`config.mk`:
```
export PLATFORM = sky130hd
export DESIGN_NAME = hpfd_host_port
export DESIGN_NICKNAME = d
export VERILOG_FILES = /design/src/rtl/hpfd_pkg.sv /design/src/rtl/hpfd_host_port.sv
export SDC_FILE = /design/constraint.sdc
export NUM_CORES = 2
export LEC_CHECK = 0
export BUFFER_PORTS_ARGS = -buffer_cell sky130_fd_sc_hd__buf_2
export CAP_MARGIN = 15
export CORE_MARGIN = 3
export CORE_UTILIZATION = 36
export DETAILED_ROUTE_END_ITERATION = 10
export PLACE_DENSITY = 0.57
export SYNTH_ARGS = -nofsm -noshare
export SYNTH_HDL_FRONTEND = slang
export SYNTH_SLANG_ARGS = --single-unit
```
`constraint.sdc`:
```
create_clock -name i_clk -period 2.35 [get_ports i_clk]
set_input_delay 0.3525 -clock i_clk [delete_from_list [all_inputs] [get_ports i_clk]]
set_output_delay 0.3525 -clock i_clk [all_outputs]
set_load 0.005 [all_outputs]
```
`src/rtl/hpfd_pkg.sv`:
```
// constants and types of the host port with firmware download
package hpfd_pkg;

    // register byte offsets
    localparam logic [7:0] OFF_HOST_COMMAND = 8'h00;
    localparam logic [7:0] OFF_DEVICE_REQUEST = 8'h04;
    localparam logic [7:0] OFF_HOST_COMMAND_REF_ID = 8'h08;
    localparam logic [7:0] OFF_DEVICE_COMMAND_ID = 8'h0c;
    localparam logic [7:0] OFF_EXECUTED_COMMAND_ID = 8'h10;
    localparam logic [7:0] OFF_COMMAND_RESPONSE = 8'h14;
    localparam logic [7:0] OFF_HOST_TARGET_DEVICE_ADDR = 8'h18;
    localparam logic [7:0] OFF_DEVICE_TARGET_DEVICE_ADDR = 8'h1c;
    localparam logic [7:0] OFF_HOST_ENDPOINT_ADDR = 8'h20;
    localparam logic [7:0] OFF_DEVICE_ENDPOINT_ADDR = 8'h24;
    localparam logic [7:0] OFF_PACKET_TYPE_TOGGLE = 8'h28;
    localparam logic [7:0] OFF_PEER_CLASS_CODE = 8'h2c;
    localparam logic [7:0] OFF_PEER_SUBCLASS_CODE = 8'h30;
    localparam logic [7:0] OFF_PEER_PROTOCOL_CODE = 8'h34;
    localparam logic [7:0] OFF_PEER_VENDOR_IDENT = 8'h38;
    localparam logic [7:0] OFF_PEER_PRODUCT_IDENT = 8'h3c;
    localparam logic [7:0] OFF_HUB_DEVICE_ADDR = 8'h40;
    localparam logic [7:0] OFF_HUB_PORT_NUMBER = 8'h44;
    localparam logic [7:0] OFF_PACKET_SIZE = 8'h48;
    localparam logic [7:0] OFF_RETRY_LIMIT = 8'h4c;
    localparam logic [7:0] OFF_TRANSFER_MODE_SELECT = 8'h50;
    localparam logic [7:0] OFF_SEND_BUFFER_ADDR = 8'h54;
    localparam logic [7:0] OFF_SEND_BYTE_COUNT = 8'h58;
    localparam logic [7:0] OFF_GET_BUFFER_ADDR = 8'h5c;
    localparam logic [7:0] OFF_GET_BYTE_COUNT = 8'h60;
    localparam logic [7:0] OFF_TRANSFER_BUFFER_ADDR = 8'h64;
    localparam logic [7:0] OFF_TRANSFER_BYTE_COUNT = 8'h68;
    localparam logic [7:0] OFF_BYTES_MOVED_COUNT = 8'h6c;
    localparam logic [7:0] OFF_COMMAND_PARAMETER = 8'h70;
    localparam logic [7:0] OFF_CONFIGURATION_NUMBER = 8'h74;
    localparam logic [7:0] OFF_INTERFACE_NUMBER = 8'h78;
    localparam logic [7:0] OFF_ALTERNATE_SETTING_NUMBER = 8'h7c;
    localparam logic [7:0] OFF_REQUEST_PARAMETER_0 = 8'h80;
    localparam logic [7:0] OFF_REQUEST_PARAMETER_1 = 8'h84;
    localparam logic [7:0] OFF_PARAMETER_HANDSHAKE = 8'h88;
    localparam logic [7:0] OFF_FIFO_DATA_WINDOW = 8'hff;

    // register file shape and write permissions, bit n is offset 4*n
    localparam int NUM_REGS = 35;
    localparam logic [NUM_REGS-1:0] HOST_WR_MASK = 35'h4_11fc_0545;
    localparam logic [NUM_REGS-1:0] CTRL_WR_MASK = 35'h7_ee03_faba;
    localparam logic [31:0] REG_RESET = 32'h0000_0000;

    // field positions
    localparam int FW_ADDR_LSB = 0;
    localparam int FW_INSTR_LSB = 16;
    localparam int DMA_EN_BIT = 0;
    localparam logic TARGET_USB = 1'b0;

    // download handshake states, gray along the word cycle
    typedef enum logic [1:0] {
        HPFD_DL_IDLE = 2'b00,
        HPFD_DL_STORE = 2'b01,
        HPFD_DL_ACK = 2'b11,
        HPFD_DL_RELEASE = 2'b10
    } hpfd_dl_type;

    // pin levels sampled from the external processor
    typedef struct packed {
        logic rst_n;
        logic clk_sel;
        logic program_mode;
        logic sel;
        logic done;
        logic dma_ack_n;
        logic re_n;
        logic we_n;
        logic cs_n;
        logic [7:0] addr;
        logic [31:0] data;
    } hpfd_pin_type;

    localparam hpfd_pin_type PIN_IDLE = '{rst_n: 1'b1, clk_sel: 1'b0,
        program_mode: 1'b0, sel: 1'b0, done: 1'b0, dma_ack_n: 1'b1, re_n: 1'b1,
        we_n: 1'b1, cs_n: 1'b1, addr: 8'h00, data: 32'h0000_0000};

endpackage

```
`src/rtl/hpfd_host_port.sv`:
```
// system processor port with registers, fifo window, dma and fw download
`timescale 1ns/10ps

module hpfd_host_port
    import hpfd_pkg::*;
(
    input wire logic i_clk,
    input wire logic i_srst,
    input wire logic i_rst_n,
    input wire logic i_clk_sel,
    input wire logic [7:0] i_addr,
    input wire logic [31:0] i_data,
    output logic [31:0] o_data,
    output logic o_data_oe,
    input wire logic i_cs_n,
    input wire logic i_we_n,
    input wire logic i_re_n,
    output logic o_dma_req,
    input wire logic i_dma_ack_n,
    input wire logic i_target_sel,
    input wire logic i_program_mode,
    input wire logic i_cycle_done,
    output logic o_word_stored,
    output logic o_pm_wr_usb,
    output logic o_pm_wr_sic,
    output logic [15:0] o_pm_addr,
    output logic [15:0] o_pm_instr,
    output logic o_ctrl_reset,
    output logic o_ext_clk_sel,
    input wire logic i_ctl_we,
    input wire logic [7:0] i_ctl_addr,
    input wire logic [31:0] i_ctl_wdata,
    output logic o_fifo_wvalid,
    output logic [31:0] o_fifo_wdata,
    input wire logic i_fifo_wready,
    input wire logic i_fifo_rvalid,
    input wire logic [31:0] i_fifo_rdata,
    output logic o_fifo_rpop
);

    typedef struct packed {
        hpfd_pin_type s1;
        hpfd_pin_type s2;
        logic [NUM_REGS-1:0][31:0] regs;
        logic busy;
        hpfd_dl_type dl;
        logic [31:0] rd_data;
        logic data_oe;
        logic word_stored;
        logic pm_wr_usb;
        logic pm_wr_sic;
        logic [15:0] pm_addr;
        logic [15:0] pm_instr;
        logic program_mode_q;
        logic ctrl_reset;
        logic ext_clk_sel;
        logic dma_req;
        logic head_v;
        logic [31:0] head;
        logic tail_v;
        logic [31:0] tail;
        logic rpop;
    } hpfd_state_type;

    hpfd_state_type st;
    hpfd_state_type next_st;

    // fill the next state from the current one and the inputs
    always_comb begin
        logic rst;
        logic cs;
        logic wr;
        logic rd;
        logic dma_wr;
        logic dma_rd;
        logic aligned;
        logic mapped;
        logic window;
        logic [5:0] idx;
        logic pop;
        logic push;
        logic full;
        logic [31:0] wdata;
        next_st = st;
        rst = 1'b0;
        cs = 1'b0;
        wr = 1'b0;
        rd = 1'b0;
        dma_wr = 1'b0;
        dma_rd = 1'b0;
        aligned = 1'b0;
        mapped = 1'b0;
        window = 1'b0;
        idx = 6'h00;
        pop = 1'b0;
        push = 1'b0;
        full = 1'b0;
        wdata = st.s2.data;

        // two-flop sampling of every pin
        next_st.s1 = '{rst_n: i_rst_n, clk_sel: i_clk_sel,
            program_mode: i_program_mode, sel: i_target_sel, done: i_cycle_done,
            dma_ack_n: i_dma_ack_n, re_n: i_re_n, we_n: i_we_n,
            cs_n: i_cs_n, addr: i_addr, data: i_data};
        next_st.s2 = st.s1;

        // decode of the synchronised strobe levels
        rst = !st.s2.rst_n;
        cs = !st.s2.cs_n;
        wr = cs && !st.s2.we_n;
        rd = cs && !st.s2.re_n;
        dma_wr = !st.s2.dma_ack_n && !st.s2.we_n;
        dma_rd = !st.s2.dma_ack_n && !st.s2.re_n;
        aligned = (st.s2.addr[1:0] == 2'b00);
        idx = st.s2.addr[7:2];
        mapped = aligned && (st.s2.addr <= OFF_PARAMETER_HANDSHAKE);
        window = (st.s2.addr == OFF_FIFO_DATA_WINDOW) || dma_wr || dma_rd;
        full = st.head_v && st.tail_v;

        // clock source strap level follows the pin
        next_st.ext_clk_sel = st.s2.clk_sel;

        // bus access is taken once per strobe assertion
        next_st.rpop = 1'b0;
        next_st.data_oe = 1'b1;
        next_st.rd_data = 32'h0000_0000;
        if (!(cs || dma_wr || dma_rd)) begin
            next_st.busy = 1'b0;
        end
        if (rd || dma_rd) begin
            next_st.data_oe = 1'b0;
            if (window) begin
                next_st.rd_data = i_fifo_rdata;
            end else if (mapped) begin
                next_st.rd_data = st.regs[idx];
            end else begin
                next_st.rd_data = 32'h0000_0000;
            end
            if (window && !st.busy && i_fifo_rvalid && !st.s2.program_mode) begin
                next_st.rpop = 1'b1;
                next_st.busy = 1'b1;
            end
        end

        // two-entry buffer towards the fifo, drained by the fifo side
        pop = st.head_v && i_fifo_wready;
        if (pop) begin
            next_st.head_v = st.tail_v;
            next_st.head = st.tail;
            next_st.tail_v = 1'b0;
        end

        // host register and window writes outside program mode
        if ((wr || dma_wr) && !st.busy && !st.s2.program_mode) begin
            if (window) begin
                if (!full) begin
                    push = 1'b1;
                    next_st.busy = 1'b1;
                end
            end else begin
                next_st.busy = 1'b1;
                if (mapped && HOST_WR_MASK[idx]) begin
                    next_st.regs[idx] = wdata;
                end
            end
        end
        if (push) begin
            if (!next_st.head_v) begin
                next_st.head_v = 1'b1;
                next_st.head = wdata;
            end else begin
                next_st.tail_v = 1'b1;
                next_st.tail = wdata;
            end
        end

        // internal controllers update their own registers
        if (i_ctl_we && (i_ctl_addr[1:0] == 2'b00)
                && (i_ctl_addr <= OFF_PARAMETER_HANDSHAKE)) begin
            if (CTRL_WR_MASK[i_ctl_addr[7:2]]) begin
                next_st.regs[i_ctl_addr[7:2]] = i_ctl_wdata;
            end
        end

        // dma request while enabled, the buffer has room and program mode is off
        next_st.dma_req = st.regs[OFF_TRANSFER_MODE_SELECT[7:2]][DMA_EN_BIT]
            && !next_st.tail_v && !st.s2.program_mode;

        // firmware word handshake
        next_st.pm_wr_usb = 1'b0;
        next_st.pm_wr_sic = 1'b0;
        case (st.dl)
            HPFD_DL_IDLE: begin
                if (st.s2.program_mode && wr && !st.busy) begin
                    next_st.busy = 1'b1;
                    next_st.pm_addr = wdata[FW_ADDR_LSB +: 16];
                    next_st.pm_instr = wdata[FW_INSTR_LSB +: 16];
                    if (st.s2.sel == TARGET_USB) begin
                        next_st.pm_wr_usb = 1'b1;
                    end else begin
                        next_st.pm_wr_sic = 1'b1;
                    end
                    next_st.dl = HPFD_DL_STORE;
                end
            end
            HPFD_DL_STORE: begin
                next_st.word_stored = 1'b1;
                next_st.dl = HPFD_DL_ACK;
            end
            HPFD_DL_ACK: begin
                if (st.s2.done) begin
                    next_st.word_stored = 1'b0;
                    next_st.dl = HPFD_DL_RELEASE;
                end
            end
            HPFD_DL_RELEASE: begin
                if (!st.s2.done) begin
                    next_st.dl = HPFD_DL_IDLE;
                end
            end
            default: begin
                next_st.dl = HPFD_DL_IDLE;
            end
        endcase

        // leaving program mode drops the handshake and restarts controllers
        next_st.program_mode_q = st.s2.program_mode;
        if (!st.s2.program_mode) begin
            next_st.dl = HPFD_DL_IDLE;
            next_st.word_stored = 1'b0;
        end
        next_st.ctrl_reset = st.s2.program_mode || (st.program_mode_q && !st.s2.program_mode);

        // pin reset restores every register default
        if (rst) begin
            next_st.regs = {NUM_REGS{REG_RESET}};
            next_st.busy = 1'b0;
            next_st.dl = HPFD_DL_IDLE;
            next_st.word_stored = 1'b0;
            next_st.pm_wr_usb = 1'b0;
            next_st.pm_wr_sic = 1'b0;
            next_st.ctrl_reset = 1'b1;
            next_st.dma_req = 1'b0;
            next_st.head_v = 1'b0;
            next_st.tail_v = 1'b0;
            next_st.rpop = 1'b0;
            next_st.data_oe = 1'b1;
        end
    end

    // register the state, clock reset returns constants only
    always_ff @(posedge i_clk) begin
        if (i_srst) begin
            st.s1 <= PIN_IDLE;
            st.s2 <= PIN_IDLE;
            st.regs <= {NUM_REGS{REG_RESET}};
            st.busy <= 1'b0;
            st.dl <= HPFD_DL_IDLE;
            st.rd_data <= 32'h0000_0000;
            st.data_oe <= 1'b1;
            st.word_stored <= 1'b0;
            st.pm_wr_usb <= 1'b0;
            st.pm_wr_sic <= 1'b0;
            st.pm_addr <= 16'h0000;
            st.pm_instr <= 16'h0000;
            st.program_mode_q <= 1'b0;
            st.ctrl_reset <= 1'b1;
            st.ext_clk_sel <= 1'b0;
            st.dma_req <= 1'b0;
            st.head_v <= 1'b0;
            st.head <= 32'h0000_0000;
            st.tail_v <= 1'b0;
            st.tail <= 32'h0000_0000;
            st.rpop <= 1'b0;
        end else begin
            st <= next_st;
        end
    end

    // outputs straight from the state flops
    assign o_data = st.rd_data;
    assign o_data_oe = st.data_oe;
    assign o_dma_req = st.dma_req;
    assign o_word_stored = st.word_stored;
    assign o_pm_wr_usb = st.pm_wr_usb;
    assign o_pm_wr_sic = st.pm_wr_sic;
    assign o_pm_addr = st.pm_addr;
    assign o_pm_instr = st.pm_instr;
    assign o_ctrl_reset = st.ctrl_reset;
    assign o_ext_clk_sel = st.ext_clk_sel;
    assign o_fifo_wvalid = st.head_v;
    assign o_fifo_wdata = st.head;
    assign o_fifo_rpop = st.rpop;

endmodule // hpfd_host_port

```
==> results.json <==
{
  "run_status": "complete, but fails checks",
  "failed_checks": "negative setup slack",
  "hold_path_class": "input pin to register",
  "yosysSeqAreaShare": 0.4310,
  "dieWidth_microns": 425.1,
  "synthCells": 7473,
  "synth.net_count": 7599,
  "clk_path_buf_depth": 3,
  "design.core.area_sq_um": 174200,
  "p_per_area_nw_per_um2": 635.6,
  "dp.cells": 9814,
  "grt_setup_unrepaired": "yes",
  "cts_buffers": 149,
  "dp_hpwl_mm": 193.8,
  "drcViolationCount": 0,
  "proportion_of_power_drawn_by_flip_flops_and_latches": 0.450,
  "cts.clk_slew.worst_paths_ps": 60,
  "floorplan.die.height_microns": 425.1,
  "finalClockSkew_ps": 37.64,
  "whs_ps": 107.3,
  "worstSkewPairLatency_ps": 830,
  "initial_core_util": 0.3629,
  "fin_area_sq_um": 81290,
  "min_period_over_period": 1.059,
  "synth_cell_type_count": 67,
  "worst-path-max-fanout": 7,
  "design.portCount": 231,
  "pwr-share-comb": 0.078,
  "final_stage_net_count": 8001,
  "cts_tree": "built",
  "area_growth_pct": 28.58,
  "die_area_sq_um": 180700,
  "grt_pass1_wl_mm": 426.0,
  "power.clock.fraction": 0.472,
  "detailroute.via_count": 62860,
  "drt_iter0_drc": 8358,
  "final_critical_path_setup_slack_ps": -139.7,
  "avgViaCountPerCell": 6.094,
  "critical_path_arrival_ps": 3190,
  "cts_sinks": 1361,
  "synth_ff_type": "sky130_fd_sc_hd__dfxtp_1",
  "worstHoldStart": "i_ctl_addr[2]",
  "net-switching-power_mw": 13.03,
  "timing.final.crit_period_ps": 2490,
  "wire_per_inst_microns": 29.59,
  "timing.critical_path.to_type": "register",
  "gr-total-overflow": 0,
  "cp-startpoint": "st[1298]",
  "crit_required_ps": 3050,
  "postSynthRegisterBits": 1361,
  "maxSlewHeadroom": 0.3559,
  "post_synth_main_area_contributors": "sky130_fd_sc_hd__dfxtp_1 43%, sky130_fd_sc_hd__mux2i_1 11%, sky130_fd_sc_hd__nand2_1 6.6%, sky130_fd_sc_hd__a21oi_1 5.5%, sky130_fd_sc_hd__a211oi_1 5.1%",
  "route.final.wire_length_mm": 305.2,
  "drv_slew": 0,
  "worst_r2r_startpoint": "st[1298]",
  "synth_enable_flop_cells": 0,
  "drv_cap": 0,
  "maxClockFrequency_ghz": 0.4017,
  "route.antenna.remaining_nets": 0,
  "report.final.setup_viol": 45,
  "p_leak_nw": 29.48,
  "netlist_area_before_placement_sq_um": 63220,
  "gp_congestion": 0.9829,
  "finalHoldViolCount": 0,
  "drive_gt1_frac": 0.2299,
  "clockRootBuffer": "sky130_fd_sc_hd__clkbuf_16",
  "totalNegativeSetupSlack_ps": -2367,
  "portBuffers": 230,
  "antenna_found_initial": 9,
  "synth.yosys.warnings": 0,
  "finalCoreUtilization": 0.4666,
  "htree_num_levels": 4,
  "grt_max_degree": 111,
  "crit_type": "register to register",
  "post_route_insts_no_fill": 10310,
  "critical_path.startpoint_type": "register",
  "power.internal_mw": 38.63,
  "synth-async-reset-ratio": 0,
  "synth_top_area_share": 0.4310,
  "fp-row-count": 153,
  "number_of_iterations_in_the_first_detailed_routing_pass": 7,
  "detailed_place.area_sq_um": 71530,
  "worst_slew_pin_slew_ps": 966.1,
  "grt.total_usage": 0.3176,
  "synth_top_cell_by_area": "sky130_fd_sc_hd__dfxtp_1",
  "grt_pass1_vias": 59100,
  "sw_frac_of_total": 0.2522,
  "avg_cell_area_syn_sq_um": 8.460,
  "irDropWorstVdd_mv": 0.7497
}
## layer usage
layer	track usage	share of wire
met5	0	0.000072
met2	0.4804	0.44
met4	0.2010	0.073
met3	0.06692	0.10
met1	0.4111	0.39
## repair_timing
| action | in CTS | in global routing |
|---|---|---|
| gates cloned | 13 | 24 |
| hold endpoints to repair | 110 | 0 |
| pin swaps | 53 | 92 |
| resized for setup | 187 | 268 |
| setup endpoints to repair | 412 | 823 |
| setup buffers | 54 | 65 |
| hold buffers | 85 | 0 |
## sequential cells by signal, indices dropped and copies added, names as in the netlist, named ones only
signal         flops
o_fifo_rpop        1
o_data_oe          1
o_dma_req          1
st              1204
o_pm_wr_sic        1
o_data            32
next_st           51
o_ctrl_reset       1
o_word_stored      1
o_pm_instr        16
o_fifo_wvalid      1
o_pm_wr_usb        1
o_pm_addr         16
o_fifo_wdata      32
o_ext_clk_sel      1
## Yosys cell counts (all sizes together), types with 6 or more instances
master	number
a211oi	432
mux2	92
a32oi	19
o221ai	15
o2bb2ai	17
nor2b	99
nor3	40
nor2	780
mux2i	670
a22o	30
and3	14
nand3	105
nand2b	6
clkbuf	703
dfxtp	1361
o41ai	6
mux4	52
a22oi	205
a221o	31
o21ai	302
a2111oi	6
a31oi	34
a21oi	698
a221oi	99
nand3b	9
or2	15
nor4	8
o211ai	31
inv	10
buf	243
a311oi	136
and2	18
nand2	1108
o22ai	25
## placed cells by master (no fill, tap or decap), types with 20 or more instances in the layout
master and instances:
sky130_fd_sc_hd__dfxtp_1 1329, sky130_fd_sc_hd__nand2_1 1082, sky130_fd_sc_hd__nor2_1 757, sky130_fd_sc_hd__a21oi_1 671, sky130_fd_sc_hd__mux2i_1 663, sky130_fd_sc_hd__buf_4 565
sky130_fd_sc_hd__a211oi_1 414, sky130_fd_sc_hd__o21ai_0 270, sky130_fd_sc_hd__buf_2 229, sky130_fd_sc_hd__buf_12 210, sky130_fd_sc_hd__a22oi_1 190, sky130_fd_sc_hd__clkbuf_16 173
sky130_fd_sc_hd__a311oi_1 129, sky130_fd_sc_hd__nor2b_1 92, sky130_fd_sc_hd__nand3_1 89, sky130_fd_sc_hd__mux2_2 86, sky130_fd_sc_hd__dlygate4sd3_1 85, sky130_fd_sc_hd__buf_6 53
sky130_fd_sc_hd__mux4_2 52, sky130_fd_sc_hd__a221oi_1 52, sky130_fd_sc_hd__a221oi_2 40, sky130_fd_sc_hd__clkbuf_1 33, sky130_fd_sc_hd__a31oi_1 32, sky130_fd_sc_hd__a221o_1 31
sky130_fd_sc_hd__o211ai_1 31, sky130_fd_sc_hd__a22o_1 28, sky130_fd_sc_hd__dfxtp_2 27, sky130_fd_sc_hd__clkbuf_8 26, sky130_fd_sc_hd__nand2_2 24, sky130_fd_sc_hd__a21oi_2 23
sky130_fd_sc_hd__clkinv_2 22, sky130_fd_sc_hd__o21ai_1 20
## cells by family after synthesis
group | Yosys count | share of synthesized area
AOI/OAI and AO/OA | 2119 | 0.2192
muxes | 814 | 0.1410
and+or+nand+nor | 2223 | 0.1438
DFF | 1361 | 0.4310
buffers and inverters | 956 | 0.06507
## path summary, 6_finish.rpt
path,to,slack (ps),depth (start not counted)
max,o_data[4],-140,9
min reg2reg,o_pm_wr_usb,410,1
min,st[598],110,5
max reg2reg,o_data[4],-140,9
## critical path, stage by stage (launching register included)
cell	delay, ps
sky130_fd_sc_hd__dfxtp_4	450
sky130_fd_sc_hd__buf_12	150
sky130_fd_sc_hd__buf_16	160
sky130_fd_sc_hd__mux2_2	360
sky130_fd_sc_hd__a221oi_2	280
sky130_fd_sc_hd__a31oi_1	100
sky130_fd_sc_hd__buf_4	190
sky130_fd_sc_hd__o21ai_1	270
sky130_fd_sc_hd__o2111ai_2	180
sky130_fd_sc_hd__a22o_1	210
## power by group through the flow
stage / Clock [mW] / Sequential (mW) / Combinational, mW
after floorplan: 0 / 23.7 / 1.49
after global placement: 0 / 23.8 / 3.35
after detailed placement: 0 / 23.8 / 3.36
after CTS: 24.5 / 23.3 / 3.67
after global routing: 25.4 / 23.3 / 4.08
final: 24.4 / 23.3 / 4.04
## metrics by stage
stage	setup WS (ps)	total power [mW]
floorplan	-41.72	25.19
global placement	-718.9	27.12
detailed placement	-793.3	27.13
CTS	-98.05	51.42
global route	-140.6	52.72
finish	-139.7	51.66
## cell type report
type	count	area [sq um]
antenna	6	15.01
clock buffer	211	4285
clock inverter	48	649.4
fill	16500	92920
inverter	10	46.29
multi-input combinational	5158	33760
sequential	1361	27300
tap	2325	2909
timing repair buffer	1195	12330
Power figures use the tool's default switching activity.
